$ cat src/baai_regs.svh
// address map, field positions and timing constants of the bus-addressed converter interface
`ifndef BAAI_REGS_SVH
`define BAAI_REGS_SVH

// =====================================================================
// bus address map
`define BAAI_CH_BASE        16'h2080
`define BAAI_RAM_BASE       16'h2100
`define BAAI_RAM_LAST       16'h217F
`define BAAI_RAM_RES_BASE   7'h00
`define BAAI_CH_COUNT       8
`define BAAI_CH_MAX         16

// =====================================================================
// result byte layout
`define BAAI_HI_SIGN_BIT    7
`define BAAI_MAG_BITS       10

// =====================================================================
// conversion sequence steps (step 0 resolves sign, 1..10 magnitude msb first)
`define BAAI_STEP_HI_READY  4'h3
`define BAAI_STEP_LAST      4'hA

// =====================================================================
// timing
`define BAAI_CLK_MHZ        200
`define BAAI_CONV_NOM_US    55
`define BAAI_CONV_MAX_US    100
`define BAAI_TIMEOUT_CYC    (`BAAI_CONV_MAX_US * `BAAI_CLK_MHZ)

`endif

$ cat src/baai_pkg.sv
// types shared by the converter interface modules
package baai_pkg;
    typedef enum logic [1:0] {
        BAAI_IDLE,
        BAAI_WAIT_HI,
        BAAI_WAIT_LO
    } baai_bus_st_t;
endpackage

$ cat src/baai_ram.sv
// on-card result memory: one write port, combinational read port
`timescale 1ns/1ps
`include "baai_regs.svh"

module baai_ram #(
    parameter int DEPTH = 128,
    parameter int AW    = 7
) (
    input  wire logic          clock,
    input  wire logic          ce,
    input  wire logic          wr_en,
    input  wire logic [AW-1:0] wr_addr,
    input  wire logic [7:0]    wr_data,
    input  wire logic [AW-1:0] rd_addr,
    output logic      [7:0]    rd_data
);
    logic [7:0] mem [DEPTH];

    // =====================================================================
    // storage
    // write only while the clock enable lets state move
    always_ff @(posedge clock) begin
        if (ce && wr_en) begin
            mem[wr_addr] <= wr_data;
        end
    end

    // read path feeds the bus data register of the top
    assign rd_data = mem[rd_addr];
endmodule // baai_ram

$ cat src/baai_adc_if.sv
// bus-addressed multichannel successive-approximation converter interface
// Behaviour
// RULE_01 - eight analog channels by number, decode extendable to sixteen
// RULE_02 - result is ten magnitude bits plus a sign bit
// RULE_03 - result reaches the processor under 100 us after the selecting read
// RULE_04 - every channel sits at its own fixed bus address, decoded directly
// RULE_05 - a read of a channel address selects that input and starts conversion
// RULE_06 - processor waits during conversion, then result is driven onto data bus
// RULE_07 - result moves as two bytes from two consecutive channel addresses
// RULE_08 - first byte carries the two top bits while lower bits still resolve
// RULE_09 - once settled, the lower eight bits come as the second byte
// RULE_10 - converter clock is asynchronous; bus side tolerates its timebase
// RULE_11 - bits resolve one per converter clock in a fixed order
// RULE_12 - both result bytes are also written to fixed per-channel card memory; an access-bound stop before step 3 writes only the lower byte
// RULE_13 - channel read strobes conversion start and holds the multiplexer latched
// RULE_14 - conversion completes roughly 55 us after the starting read
// RULE_15 - early second-byte read is held off until the lower bits complete
`timescale 1ns/1ps
`include "baai_regs.svh"

module baai_adc_if #(
    parameter int CH_COUNT    = `BAAI_CH_COUNT,
    parameter int TIMEOUT_CYC = `BAAI_TIMEOUT_CYC,
    parameter int TW          = $clog2(TIMEOUT_CYC + 1)
) (
    input  wire logic        clock,
    input  wire logic        rst,
    input  wire logic        ce,
    input  wire logic [15:0] bus_addr,
    input  wire logic        bus_rd,
    input  wire logic        conv_clk_pin,
    input  wire logic        comp_pin,
    output logic      [7:0]  bus_data_r,
    output logic             bus_ack_r,
    output logic             bus_wait_r,
    output logic      [3:0]  mux_sel_r,
    output logic             soc_r,
    output logic      [9:0]  dac_mag_r,
    output logic             dac_neg_r,
    output logic             conv_busy_r
);
    localparam logic [15:0] CH_END = 16'(`BAAI_CH_BASE + 2 * CH_COUNT);
    localparam int          MAGW   = `BAAI_MAG_BITS;

    // one-hot trial bit for magnitude position idx
    function automatic logic [9:0] trial_bit(input logic [3:0] idx);
        trial_bit = 10'(10'h001 << idx);
    endfunction

    // =====================================================================
    // pin synchronisers
    logic cclk_s1_r, cclk_s2_r, cclk_s3_r, comp_s1_r, comp_s2_r;
    logic cedge;
    // two flops on each pin; third flop only for the edge detector
    always_ff @(posedge clock) begin
        if (rst) begin
            cclk_s1_r <= 1'b0;
            cclk_s2_r <= 1'b0;
            cclk_s3_r <= 1'b0;
            comp_s1_r <= 1'b0;
            comp_s2_r <= 1'b0;
        end else if (ce) begin
            cclk_s1_r <= conv_clk_pin;
            cclk_s2_r <= cclk_s1_r;
            cclk_s3_r <= cclk_s2_r;
            comp_s1_r <= comp_pin;
            comp_s2_r <= comp_s1_r;
        end
    end
    assign cedge = cclk_s2_r & ~cclk_s3_r; // RULE_10

    // =====================================================================
    // conversion sequencer
    logic [3:0]    step_r, step_nxt;
    logic [9:0]    mag_r, mag_nxt, dac_mag_nxt;
    logic          sign_r, sign_nxt, dac_neg_nxt, busy_nxt, soc_nxt;
    logic          hi_ok_r, hi_ok_nxt;
    logic [TW-1:0] tmo_r, tmo_nxt;
    logic [3:0]    idx;
    logic          keep, start, hi_wr, lo_wr;
    logic [7:0]    hi_byte, lo_byte;

    assign hi_byte = {sign_r, 5'h00, mag_r[9:8]};   // RULE_02
    assign lo_byte = mag_r[7:0];

    // one result bit (sign first, then magnitude) decided per synchronised converter clock edge
    always_comb begin
        step_nxt    = step_r;
        mag_nxt     = mag_r;
        sign_nxt    = sign_r;
        dac_mag_nxt = dac_mag_r;
        dac_neg_nxt = dac_neg_r;
        busy_nxt    = conv_busy_r;
        hi_ok_nxt   = hi_ok_r;
        tmo_nxt     = tmo_r;
        soc_nxt     = 1'b0;
        hi_wr       = 1'b0;
        lo_wr       = 1'b0;
        idx         = 4'(MAGW) - step_r;
        keep        = comp_s2_r ^ sign_r; // kept when |input| is above the trial
        if (start) begin
            // restart: clear result, strobe start of conversion
            step_nxt    = 4'h0;
            mag_nxt     = 10'h000;
            sign_nxt    = 1'b0;
            dac_mag_nxt = 10'h000;
            dac_neg_nxt = 1'b0;
            busy_nxt    = 1'b1;
            hi_ok_nxt   = 1'b0;
            tmo_nxt     = '0;
            soc_nxt     = 1'b1; // RULE_13 RULE_05
        end else if (conv_busy_r) begin
            tmo_nxt = TW'(tmo_r + 1'b1);
            if (cedge) begin // RULE_11
                if (step_r == 4'h0) begin
                    sign_nxt    = ~comp_s2_r;
                    dac_neg_nxt = ~comp_s2_r;
                    dac_mag_nxt = trial_bit(4'h9);
                    step_nxt    = 4'h1;
                end else begin
                    mag_nxt[idx]        = keep;
                    step_nxt            = step_r + 4'h1;
                    if (step_r == `BAAI_STEP_LAST) begin
                        busy_nxt = 1'b0; // RULE_14
                        lo_wr    = 1'b1; // RULE_12
                    end else begin
                        dac_mag_nxt = mag_nxt | trial_bit(idx - 4'h1);
                    end
                    if (step_nxt == `BAAI_STEP_HI_READY) begin
                        hi_ok_nxt = 1'b1; // RULE_08
                        hi_wr     = 1'b1; // RULE_12
                    end
                end
            end
            // a stalled converter clock cannot exceed the access-time bound
            if (tmo_r == TW'(TIMEOUT_CYC - 1)) begin
                busy_nxt  = 1'b0; // RULE_03
                hi_ok_nxt = 1'b1;
                lo_wr     = 1'b1;
                tmo_nxt   = tmo_r; // count stops at the bound
                step_nxt  = `BAAI_STEP_LAST;
            end
        end
    end

    // sequencer registers
    always_ff @(posedge clock) begin
        if (rst) begin
            step_r      <= 4'h0;
            mag_r       <= 10'h000;
            sign_r      <= 1'b0;
            dac_mag_r   <= 10'h000;
            dac_neg_r   <= 1'b0;
            conv_busy_r <= 1'b0;
            hi_ok_r     <= 1'b0;
            tmo_r       <= '0;
            soc_r       <= 1'b0;
        end else if (ce) begin
            step_r      <= step_nxt;
            mag_r       <= mag_nxt;
            sign_r      <= sign_nxt;
            dac_mag_r   <= dac_mag_nxt;
            dac_neg_r   <= dac_neg_nxt;
            conv_busy_r <= busy_nxt;
            hi_ok_r     <= hi_ok_nxt;
            tmo_r       <= tmo_nxt;
            soc_r       <= soc_nxt;
        end
    end

    // =====================================================================
    // card memory
    logic [6:0] ram_wr_addr;
    logic [7:0] ram_wr_data, ram_rd_data;

    // fixed pair of bytes per channel: even holds top byte, odd the lower byte
    assign ram_wr_addr = 7'(`BAAI_RAM_RES_BASE + {mux_sel_r, 1'b0} + {6'h00, lo_wr}); // RULE_12
    assign ram_wr_data = lo_wr ? mag_nxt[7:0] : {sign_nxt, 5'h00, mag_nxt[9:8]}; // includes the bit resolved now

    baai_ram u_ram (
        .clock   (clock),
        .ce      (ce),
        .wr_en   (hi_wr | lo_wr),
        .wr_addr (ram_wr_addr),
        .wr_data (ram_wr_data),
        .rd_addr (bus_addr[6:0]),
        .rd_data (ram_rd_data)
    );

    // =====================================================================
    // processor bus slave
    baai_pkg::baai_bus_st_t st_r, st_nxt;
    logic [7:0] data_nxt;
    logic [3:0] mux_nxt, ch;
    logic       ack_nxt, wait_nxt, is_ch, is_ram, take;

    assign ch     = bus_addr[4:1];
    assign is_ch  = (bus_addr >= `BAAI_CH_BASE) && (bus_addr < CH_END); // RULE_04 RULE_01
    assign is_ram = (bus_addr >= `BAAI_RAM_BASE) && (bus_addr <= `BAAI_RAM_LAST);
    assign take   = bus_rd && !bus_ack_r && (st_r == baai_pkg::BAAI_IDLE);
    assign start  = take && is_ch && !bus_addr[0]; // RULE_05

    // address decode, hold-off and byte delivery
    always_comb begin
        st_nxt   = st_r;
        data_nxt = bus_data_r;
        mux_nxt  = mux_sel_r;
        ack_nxt  = 1'b0;
        wait_nxt = bus_wait_r;
        case (st_r)
            baai_pkg::BAAI_IDLE: begin
                if (take && is_ch && !bus_addr[0]) begin
                    mux_nxt  = ch; // RULE_13
                    wait_nxt = 1'b1; // RULE_06
                    st_nxt   = baai_pkg::BAAI_WAIT_HI;
                end else if (take && is_ch && conv_busy_r && ch == mux_sel_r) begin
                    wait_nxt = 1'b1; // RULE_15
                    st_nxt   = baai_pkg::BAAI_WAIT_LO;
                end else if (take && is_ch) begin
                    data_nxt = lo_byte; // RULE_07
                    ack_nxt  = 1'b1;
                end else if (take && is_ram) begin
                    data_nxt = ram_rd_data;
                    ack_nxt  = 1'b1;
                end
            end
            baai_pkg::BAAI_WAIT_HI: begin
                if (hi_ok_r) begin
                    data_nxt = hi_byte; // RULE_08
                    ack_nxt  = 1'b1;
                    wait_nxt = 1'b0;
                    st_nxt   = baai_pkg::BAAI_IDLE;
                end
            end
            baai_pkg::BAAI_WAIT_LO: begin
                if (!conv_busy_r) begin
                    data_nxt = lo_byte; // RULE_09 RULE_15
                    ack_nxt  = 1'b1;
                    wait_nxt = 1'b0;
                    st_nxt   = baai_pkg::BAAI_IDLE;
                end
            end
            default: begin
                st_nxt   = baai_pkg::BAAI_IDLE;
                wait_nxt = 1'b0;
            end
        endcase
    end

    // bus registers
    always_ff @(posedge clock) begin
        if (rst) begin
            st_r       <= baai_pkg::BAAI_IDLE;
            bus_data_r <= 8'h00;
            bus_ack_r  <= 1'b0;
            bus_wait_r <= 1'b0;
            mux_sel_r  <= 4'h0;
        end else if (ce) begin
            st_r       <= st_nxt;
            bus_data_r <= data_nxt;
            bus_ack_r  <= ack_nxt;
            bus_wait_r <= wait_nxt;
            mux_sel_r  <= mux_nxt;
        end
    end

    // =====================================================================
    // checks
    soc_pulse_a: assert property (@(posedge clock) disable iff (rst) (ce && soc_r) |=> !soc_r) // RULE_13
        else $error("start strobe longer than one cycle");
    mux_hold_a: assert property (@(posedge clock) disable iff (rst) (ce && conv_busy_r && !start) |=> $stable(mux_sel_r)) // RULE_13
        else $error("multiplexer moved during conversion");
    mux_range_a: assert property (@(posedge clock) disable iff (rst) int'(mux_sel_r) < CH_COUNT) // RULE_01
        else $error("channel select out of range");
    ack_pulse_a: assert property (@(posedge clock) disable iff (rst) (ce && bus_ack_r) |=> !bus_ack_r) // RULE_06
        else $error("acknowledge longer than one cycle");
    wait_end_a: assert property (@(posedge clock) disable iff (rst) $fell(bus_wait_r) |-> bus_ack_r) // RULE_06
        else $error("wait released without data");
    time_bound_a: assert property (@(posedge clock) disable iff (rst) tmo_r < TW'(TIMEOUT_CYC)) // RULE_03
        else $error("conversion exceeded access bound");
    step_order_a: assert property (@(posedge clock) disable iff (rst)
        (ce && !start && cedge && conv_busy_r && step_r != `BAAI_STEP_LAST && tmo_r != TW'(TIMEOUT_CYC - 1))
        |=> step_r == 4'($past(step_r) + 4'h1)) // RULE_11
        else $error("conversion step skipped");
    hi_byte_a: assert property (@(posedge clock) disable iff (rst)
        (ce && st_r == baai_pkg::BAAI_WAIT_HI && hi_ok_r)
        |=> bus_ack_r && bus_data_r[1:0] == $past(mag_r[9:8]) && bus_data_r[7] == $past(sign_r)) // RULE_08
        else $error("first byte wrong");
    lo_hold_a: assert property (@(posedge clock) disable iff (rst)
        (ce && st_r == baai_pkg::BAAI_WAIT_LO && conv_busy_r) |=> !bus_ack_r) // RULE_15
        else $error("second byte given before completion");
endmodule // baai_adc_if

$ cat config.mk
export PLATFORM = sky130hd
export DESIGN_NAME = baai_adc_if
export DESIGN_NICKNAME = d
export VERILOG_FILES = /design/src/baai_pkg.sv /design/src/baai_ram.sv /design/src/baai_adc_if.sv
export VERILOG_INCLUDE_DIRS = /design/src
export SDC_FILE = /design/constraint.sdc
export NUM_CORES = 1
export LEC_CHECK = 0
export ABC_AREA = 0
export BUFFER_PORTS_ARGS = -buffer_cell sky130_fd_sc_hd__buf_2
export CAP_MARGIN = 40
export CORE_MARGIN = 2
export CORE_UTILIZATION = 53
export CTS_BUF_LIST = sky130_fd_sc_hd__clkbuf_4 sky130_fd_sc_hd__clkbuf_8
export CTS_CLUSTER_SIZE = 12
export DETAILED_ROUTE_END_ITERATION = 10
export PLACE_DENSITY = 0.68
export SYNTH_ARGS = -nofsm -noshare
export SYNTH_HDL_FRONTEND = slang
export SYNTH_SLANG_ARGS = --single-unit
$ cat constraint.sdc
create_clock -name clock -period 8.48 [get_ports clock]
set_input_delay 0.848 -clock clock [delete_from_list [all_inputs] [get_ports clock]]
set_output_delay 0.848 -clock clock [all_outputs]
set_load 0.01 [all_outputs]
# [Word-level counts from Yosys, hierarchy flattened]
# Memories as Yosys holds them, arrays and structs flattened.
# Cells that the tools add are included.
# Widths: inputs -> output; s select.
[totals] ff_bits=65 mem_bits_rw=1024 input_bits=22 out_inout_bits=27 wordCells=161 memories=1
[mem_list] memory="u_ram.mem" depth=128 word_bits=8 read_ports=1 rd_ports_with_merged_regs=0 write_ports=1 line_no="baai_ram.sv:17" text="logic [7:0] mem [DEPTH];"
[op_classes] n_addsub=5 order_cmp=6 eq_ne=15 shifts=1 muxes=79 bitwise_logic=6 reduce_logical=29
[ops] operator="$mux 10" count=9
[ops] operator="$mux 8" count=7
[ops] operator="$mux 1" count=45
[ops] operator="$mux 15" count=3
[ops] operator="$ge 16x14->1 const B" count=2
[ops] operator="$pmux 8 s3" count=1
[ops] operator="$mux 4" count=5
[ops] operator="$le 16x14->1 const B" count=1
[ops] operator="$lt 16x14->1 const B" count=1
[ops] operator="$add 15x1->15 const B" count=1
[ops] operator="$eq 15x15->1 const B" count=1
[ops] operator="$reduce_and 4->1" count=3
[ops] operator="$logic_and 1x1->1" count=11
[ops] operator="$bwmux 10" count=1
[ops] operator="$ne 2x2->1 const B" count=5
[ops] operator="$or 10x10->10" count=1
[ops] operator="$shl 1x4->10 const A" count=1
[ops] operator="$reduce_and 3->1" count=3
[ops] operator="$reduce_bool 3->1" count=3
[ops] operator="$mux 2" count=4
[ops] operator="$reduce_and 7->1" count=1
[ops] operator="$add 5x1->6" count=1
[ops] operator="$ne 3x2->1 const B" count=2
[ops] operator="$pmux 1 s3" count=2
[ops] operator="other kinds (23)" count=27

# [Logic depth before layout (Yosys ltp)]
# Gate-level depths: netlist (run 1).
[depth] depth_word=12 depth_mapped=10

# [Modules after synthesis]
# Synthesis (run 1) repeated with hierarchy kept, for this count alone.
[hier_totals] hier_cells=2095 hier_area_um2=43439.2
[by_module_without_submodules] mod="baai_ram" n_inst=1 cells_each=1625 area_each_um2=39526.7
[by_module_without_submodules] mod="baai_adc_if" n_inst=1 cells_each=470 area_each_um2=3912.5

# [Worst setup path after synthesis (run 1)]
# OpenSTA, ideal clock, no wires.
[synth_timing] path_type="input to register" from="in bus_addr[12]" to="mem u_ram.mem[0][7] (data pin)" setup_time_ns=0.454 t_arrival_ns=2.966 path_slack_ns=5.060 stages=6 n_path_buf=1 path_cell_list="and4bb_1 -> nand4_4 -> or2_0 -> buf_2 -> nand2_1 -> o21ai_0"
[synth_via] elab_chain_cells=6 elab_cells_between_ends=9 cone_classes="2 x order compare; 4 x mux; 3 x reduce/logical"
[synth_rtl] item="start: declaration" line_no="baai_adc_if.sv:29" text="input wire logic [15:0] bus_addr,"
[synth_rtl] item="$ge 16x14->1 (no source line) / $lt 16x14->1 (equally long branches)"
[synth_rtl] item="$logic_and 1x1->1 *" line_no="baai_adc_if.sv:198" text="assign is_ch = (bus_addr >= `BAAI_CH_BASE) && (bus_addr < CH_END);"
[synth_rtl] item="$logic_and 1x1->1 * (2 in a row)" line_no="baai_adc_if.sv:201" text="assign start = take && is_ch && !bus_addr[0];"
[synth_rtl] item="$mux 1 / $mux 10 (equally long branches)" line_no="baai_adc_if.sv:101" text="if (start) begin"
[synth_rtl] item="$mux 8 *" line_no="baai_adc_if.sv:178" text="assign ram_wr_data = lo_wr ? mag_nxt[7:0] : {sign_nxt, 5'h00, mag_nxt[9:8]};"
[synth_rtl] item="via ram_wr_data[7]" line_no="baai_adc_if.sv:174" text="logic [7:0] ram_wr_data, ram_rd_data;"
[synth_rtl] item="end: declaration" line_no="baai_ram.sv:17"
# The timed path passes the listed nets; every way through them passes the cells marked *.

# [Worst setup path after layout (run 1)]
[layout_timing] from="reg step_r[0]" to="mem u_ram.mem[22][5], enable pin"
[layout_via] elab_chain_cells=11 elab_cells_between_ends=20 cone_classes="2 x add/sub; 2 x eq/ne; 13 x mux; 1 x bitwise; 2 x reduce/logical"
[layout_rtl] item="start: declaration" line_no="baai_adc_if.sv:74" text="logic [3:0] step_r, step_nxt;"
[layout_rtl] item="start signal: assignment" line_no="baai_adc_if.sv:159" text="step_r <= step_nxt;"
[layout_rtl] item="$add 4x1->4 / $eq 4x4->1 (equally long branches)"
[layout_rtl] item="$eq 4x2->1 (no source line) / $mux 1 (equally long branches)"
[layout_rtl] item="$mux 1 (on tied branches)" line_no="baai_adc_if.sv:129, baai_adc_if.sv:115"
[layout_rtl] item="$mux 1 (on tied branches)" line_no="baai_adc_if.sv:115, baai_adc_if.sv:114"
[layout_rtl] item="$mux 1 (on tied branches)" line_no="baai_adc_if.sv:114, baai_adc_if.sv:136"
[layout_rtl] item="$mux 1" line_no="baai_adc_if.sv:112" text="end else if (conv_busy_r) begin"
[layout_rtl] item="$mux 1" line_no="baai_adc_if.sv:101"
[layout_rtl] item="$or 1x1->1" line_no="baai_adc_if.sv:183" text=".wr_en (hi_wr | lo_wr),"
[layout_rtl] item="$logic_and 1x1->1" line_no="baai_ram.sv:23" text="if (ce && wr_en) begin"
[layout_rtl] item="$mux 1" line_no="baai_ram.sv:23"
[layout_rtl] item="$mux 1 (not written as such)" line_no="baai_ram.sv:24" text="mem[wr_addr] <= wr_data;"
# Parallel ways exist; a longest one is shown, timed or not.

==> results of run 1 <==
-- path summary, 6_finish.rpt --
check / startpoint / end
worst max-delay path: step_r[0] / u_ram.mem[22][5]
worst min-delay path: dac_mag_r[1] / dac_mag_r[1]
worst max register to register: step_r[0] / u_ram.mem[22][5]
worst min register to register: dac_mag_r[1] / dac_mag_r[1]
-- through the flow --
step	cell area, um^2	setup slack, ns
after detailed placement	14500	4.68
after CTS	15600	4.64
final	15600	4.59
after global routing	15600	4.39
after global placement	14400	4.54
after floorplan	14000	5.06
-- registers in the layout (all words and copies together) (netlist names) --
signal       count
u_ram.mem      256
comp_s2_r        1
cclk_s2_r        1
bus_ack_r        1
comp_s1_r        1
hi_ok_r          1
sign_r           1
mux_sel_r        4
step_r           4
dac_neg_r        1
cclk_s1_r        1
dac_mag_r       10
conv_busy_r      1
bus_data_r       8
tmo_r           15
bus_wait_r       1
st_r             2
cclk_s3_r        1
soc_r            1
mag_r           10
-- cell usage in the layout (no fill, tap or decap), types with 13 or more instances in the layout --
master / n
nand3_1: 27
edfxtp_1: 256
a22oi_1: 18
nand2_1: 39
clkbuf_4: 19
ha_1: 13
mux2_2: 16
a21oi_1: 45
mux2i_1: 44
mux4_2: 49
buf_2: 47
clkbuf_8: 57
nor2_1: 85
a211oi_1: 16
o21ai_0: 27
dfxtp_1: 65
-- where the power goes --
group | internal (mW) | leakage (nW) | switching (mW) | total (mW)
combinational | 0.0323 | 1.81 | 0.0567 | 0.0889
sequential | 1.68 | 2.44 | 0.000837 | 1.68
clock | 0.770 | 0.588 | 0.621 | 1.39
-- layout make-up --
cell class	instances	area, um^2	area share (%)
well taps	335	419	2.69
clock buffers	76	927	5.95
clock inverters	21	168	1.08
repair buffers	63	419	2.69
multi-input cells	557	4630	29.7
flip-flops and latches	321	8990	57.7
inverters	9	33.8	0.217
-- logic make-up (layout without fill, tap and decap cells) --
| family | count (synthesis) | count (layout) | synth area share [%] |
|---|---|---|---|
| flops | 321 | 321 | 64.3 |
| simple gates | 229 | 229 | 8.71 |
| compound gates | 189 | 189 | 9.53 |
| mux | 109 | 109 | 12.3 |
| buf+inv | 71 | 169 | 2.87 |
| xor+xnor | 17 | 17 | 1.07 |
| fa+ha+maj | 13 | 13 | 1.16 |
-- worst max-delay path, cell delays in order (launching register included) --
cell      delay, ns
dfxtp_1        0.57
ha_1           0.48
a21bo_2        0.28
a211oi_1       0.23
o21ai_0        0.17
nor4_2         0.44
nand4_1        0.56
nor2_1         0.77
-- routing by layer --
metal / vias up / GRT usage, %
li1: 3848 / -
met1: 4338 / 34.6
met2: 405 / 36.9
met3: 98 / 5.93
met4: 2 / 12.0
met5: - / 0
==> impl_metrics.tcl, run 1 <==
set metrics [dict create \
    status "finished clean" \
    worst-slew-pin-transition_ns 0.944 \
    yosysSeqAreaShare_pct 64.3 \
    ys_seq_elements 321 \
    cts_setup_buffers 0 \
    drtAntennaViolNets 0 \
    drive_above_1_share_pct 23.6 \
    r2r_setup_slack_ns 4.59 \
    critPathRequiredTime_ns 8.69 \
    async_flop_share_pct 0 \
    dp_hpwl_um 21800 \
    globalplace.congestion 0.915 \
    worst-setup-path-type "register to register" \
    vias_per_cell 6.29 \
    timing.critical_path.arrival_ns 4.10 \
    fin_cells 1382 \
    grt_remaining_overflow 0 \
    total_power_mw 3.16 \
    initial_core_utilization_pct 53.8 \
    drt_drc_violations_left 0 \
    clock.fmax_mhz 257 \
    fin_worst_hold_slack_ns 0.456 \
    ir_worst_vdd_uv 176 \
    maxUsedRoutingLayer "met5" \
    first_global_vias 8616 \
    cts.path.max_buffers 3 \
    tritoncts "built" \
    synth_commonest_cells "edfxtp_1 (256), nor2_1 (89), dfxtp_1 (65)" \
    cts.htree.levels 2 \
    cts_num_sinks 321 \
    die_height_um 166 \
    antenna_found_initial 1 \
    global_route_wire_length_before_repair_um 52200 \
    numCtsBuffers 52 \
    leakage_power_nw 4.84 \
    hold_buffers 0 \
    all_layer_gr_usage_pct 24.8 \
    chipWidth_um 166 \
    post_drt_wl_per_cell_um 24.6 \
    post_synth_instance_area_um2 14000 \
    num_rows 59 \
    layout_worst_path_cycle_share_pct 45.9 \
    numPortBuffers 48 \
    crit_path_max_fanout 13 \
    ios 49 \
    synthDominantAreaCellType "edfxtp_1" \
    first_pass_iters 5 \
    die_area_um2 27700 \
    detailroute.wirelength.met2_um 15400 \
    synth.net_count 984 \
    cts.root.buffer_cell "clkbuf_8" \
    timing.slew.headroom_pct 36.8 \
    crit_path_launch_type "register" \
    slew_violations 0 \
    core_box_area_um2 26000 \
    layout.nets 1039 \
    final.min_clock_period_ns 3.89 \
    routed-wl-met3_um 2860 \
    first_iter_violations 934 \
    num_vias 8691 \
    largest_net_degree_at_the_start_of_global_routing 47 \
    count_of_synthesis_stage_warnings_from_yosys 0 \
    worst_clock_skew_ns 0.0351 \
    worst_setup_path_end_kind "register" \
    timing.hold.worst_path_depth 1 \
    hold_class "register to register" \
    synth_area_leaders "edfxtp_1 (55%), dfxtp_1 (9.3%), mux4_2 (7.9%)" \
    final.fill_count 2005 \
    worst-r2r-cell-count 7 \
    synthToLayoutAreaGrowth_pct 11.5 \
    dp.cells 1285 \
    synth_largest_type_area_fraction_pct 55.0 \
    number_of_flops_mapped_to_enable_cells_by_yosys 256 \
    final-hold-violation-count 0 \
    finalSetupTns_ns 0 \
    finalWirelength_um 34000 \
    cap_violations 0 \
    powerDensity_nw_per_um2 203 \
    netlist_instances 949 \
    number_of_library_cell_types_mapped_by_synthesis 79 \
    clk_pin_slew_worst_paths_ns 0.06 \
    syn_area_per_cell_um2 14.7 \
    clk_lat_worst_skew_ns 0.61 \
    grt_setup_unrepaired "false" \
    diodes 0 \
    detail_route.wirelength.met1_um 14200 \
    post_cts_resize_count 0 \
    yosysMostFrequentCell "edfxtp_1" \
    final_util_pct 60.0 \
    timing.final.setup_violations 0 \
    ys.flop_type "edfxtp_1" \
]
No activity file was read; power rests on OpenSTA's default activity.
==> run 2: changes to the inputs <==
PLACE_DENSITY = 0.71   (was 0.68)
clock period = 3.1 ns   (was 8.48 ns; I/O delays follow)
==> run 2 against run 1 <==
Compared with the run above: critical path type unchanged; routed wire length shrank 1.9%; utilization increased by 1.9 points; fmax increased by 34%; sequential power rose to 2.7 times the previous value; setup slack lost 4.4 ns; via count up 2.1%; count of clock-buffer cells in the layout is 7 lower.
==> impl_metrics.tcl, run 2 (synthesis results as in run 1) <==
set metrics [dict create \
    cts.root.buffer_cell "clkbuf_8" \
    powerDensity_nw_per_um2 529 \
    drt_drc_violations_left 0 \
    worst_clock_skew_ns 0.0376 \
    critPathRequiredTime_ns 3.37 \
    largest_reg_by_ff_count "u_ram.mem" \
    globalplace.congestion 0.899 \
    worst-setup-path-type "register to register" \
    dp_hpwl_um 22100 \
    slew_violations 0 \
    grt_setup_unrepaired "false" \
    worst_slack_ns 0.204 \
    final_non_filler_cell_area_um2 16100 \
    drive_above_1_share_pct 27.9 \
    crit_path_max_fanout 9 \
    synthToLayoutAreaGrowth_pct 15.0 \
    clk_pin_slew_worst_paths_ns 0.06 \
    all_layer_gr_usage_pct 24.0 \
    biggestRegsByFlops "u_ram.mem x256, tmo_r x15" \
    ios 49 \
    final-hold-violation-count 0 \
    clk_lat_worst_skew_ns 0.60 \
    timing.final.setup_violations 0 \
    cts.htree.levels 2 \
    timing.critical_path.arrival_ns 3.16 \
    crit_path_launch_type "register" \
    first_global_vias 8723 \
    largest_reg_flops 256 \
    leakage_power_nw 5.17 \
    mostFrequentLayoutCell "edfxtp_1" \
    fin_worst_hold_slack_ns 0.00207 \
    dp.cells 1353 \
    hold_class "primary input to register" \
    num_vias 8870 \
    first_iter_violations 811 \
    post-place-ws_ns 0.271 \
    vias_per_cell 6.12 \
    worst_setup_path_end_kind "register" \
    finalSetupTns_ns 0 \
    r2r_setup_slack_ns 0.20 \
    holdCritStartpoint "conv_clk_pin" \
    worstHoldEndpoint "cclk_s1_r" \
    largest_net_degree_at_the_start_of_global_routing 36 \
    clock.fmax_mhz 345 \
    mostFrequentLayoutCells "edfxtp_1 (256), nor2_1 (85), buf_4 (78), dfxtp_1 (65), clkbuf_8 (57)" \
    final_util_pct 61.8 \
    post_drt_wl_per_cell_um 23.0 \
    numCtsBuffers 51 \
    r2r_end "u_ram.mem[2][0]" \
    final.min_clock_period_ns 2.90 \
    status "finished clean" \
    cap_violations 0 \
    layout_worst_path_cycle_share_pct 93.4 \
    tritoncts "built" \
    fin_cells 1449 \
    ir_worst_vdd_uv 421 \
    layout.nets 1107 \
    finalWirelength_um 33400 \
    num_rows 59 \
    chipWidth_um 166 \
    cts.path.max_buffers 3 \
    timing.hold.worst_path_depth 3 \
    numPortBuffers 48 \
    global_route_wire_length_before_repair_um 50900 \
    worst-slew-pin-transition_ns 0.654 \
    core_box_area_um2 26000 \
    die_area_um2 27700 \
    grt_remaining_overflow 0 \
    cell_area_after_placement_um2 15000 \
    initial_core_utilization_pct 53.8 \
    timing.slew.headroom_pct 56.1 \
    total_power_mw 8.51 \
    antenna_found_initial 1 \
    first_pass_iters 5 \
    die_height_um 166 \
    cts_num_sinks 321 \
    cts_setup_buffers 0 \
    reg2reg_from "step_r[1]" \
    worst-r2r-cell-count 9 \
    drtAntennaViolNets 0 \
]
run 2: cell count changes in the layout (fill, tap and decap cells not counted), moves of 2 or more:
cell,delta
buf_12,+5
buf_16,-3
buf_4,+66
clkbuf_4,-7
clkinv_1,+3
inv_12,-2
inv_6,+2
nor2_2,+2
nor2_4,-2
nor3_2,-2
nor3_4,+2
run 2: cell type report:
cell class | count | area (um^2)
fill | 1961 | 9910
sequential | 321 | 8990
multi-input combinational | 557 | 4630
timing repair buffer | 132 | 946
clock buffer | 69 | 875
tap | 335 | 419
clock inverter | 25 | 178
inverter | 9 | 33.8
antenna | 1 | 2.50
run 2: worst max-delay path: stages, from the launching register on:
cell and delay [ns]:
dfxtp_1 0.44, ha_2 0.31, a21bo_2 0.25, a211oi_1 0.24
o21ai_0 0.18, nor4_2 0.19, buf_4 0.18, nand4b_1 0.32
nor2_1 0.22, buf_4 0.22
run 2: repair_timing:
| action | 4_1_cts | 5_1_grt |
|---|---|---|
| hold buffers | 1 | 0 |
| endpoints found under the setup margin | 0 | 7 |
| gates resized for setup | 0 | 1 |
| endpoints found under the hold margin | 1 | 0 |
run 2: worst max path at each step:
stage | from | endpoint | slack, ns | depth (start not counted)
after global placement | step_r[1] | u_ram.mem[28][0] | 0.25 | 8
after detailed placement | step_r[1] | u_ram.mem[2][5] | 0.27 | 9
after CTS | step_r[1] | u_ram.mem[2][1] | 0.22 | 9
after floorplan | step_r[0] | u_ram.mem[0][6] | 0.08 | 9
after global routing | step_r[1] | u_ram.mem[26][4] | 0.07 | 9
final | step_r[1] | u_ram.mem[2][0] | 0.20 | 9
run 2: layer usage:
metal	vias to the layer above	global-route usage, %	share of wire (%)
met5	-	0	0
met4	0	8.96	3.0
met3	75	4.41	7.0
met2	375	38.9	48
met1	4427	32.6	42
li1	3993	-	-
run 2: report_power, final:
part	internal, mW	switching [mW]	leakage, nW
sequential	4.59	0.00237	2.44
clock	2.01	1.65	0.557
combinational	0.0994	0.159	2.18
total	6.70	1.81	5.17
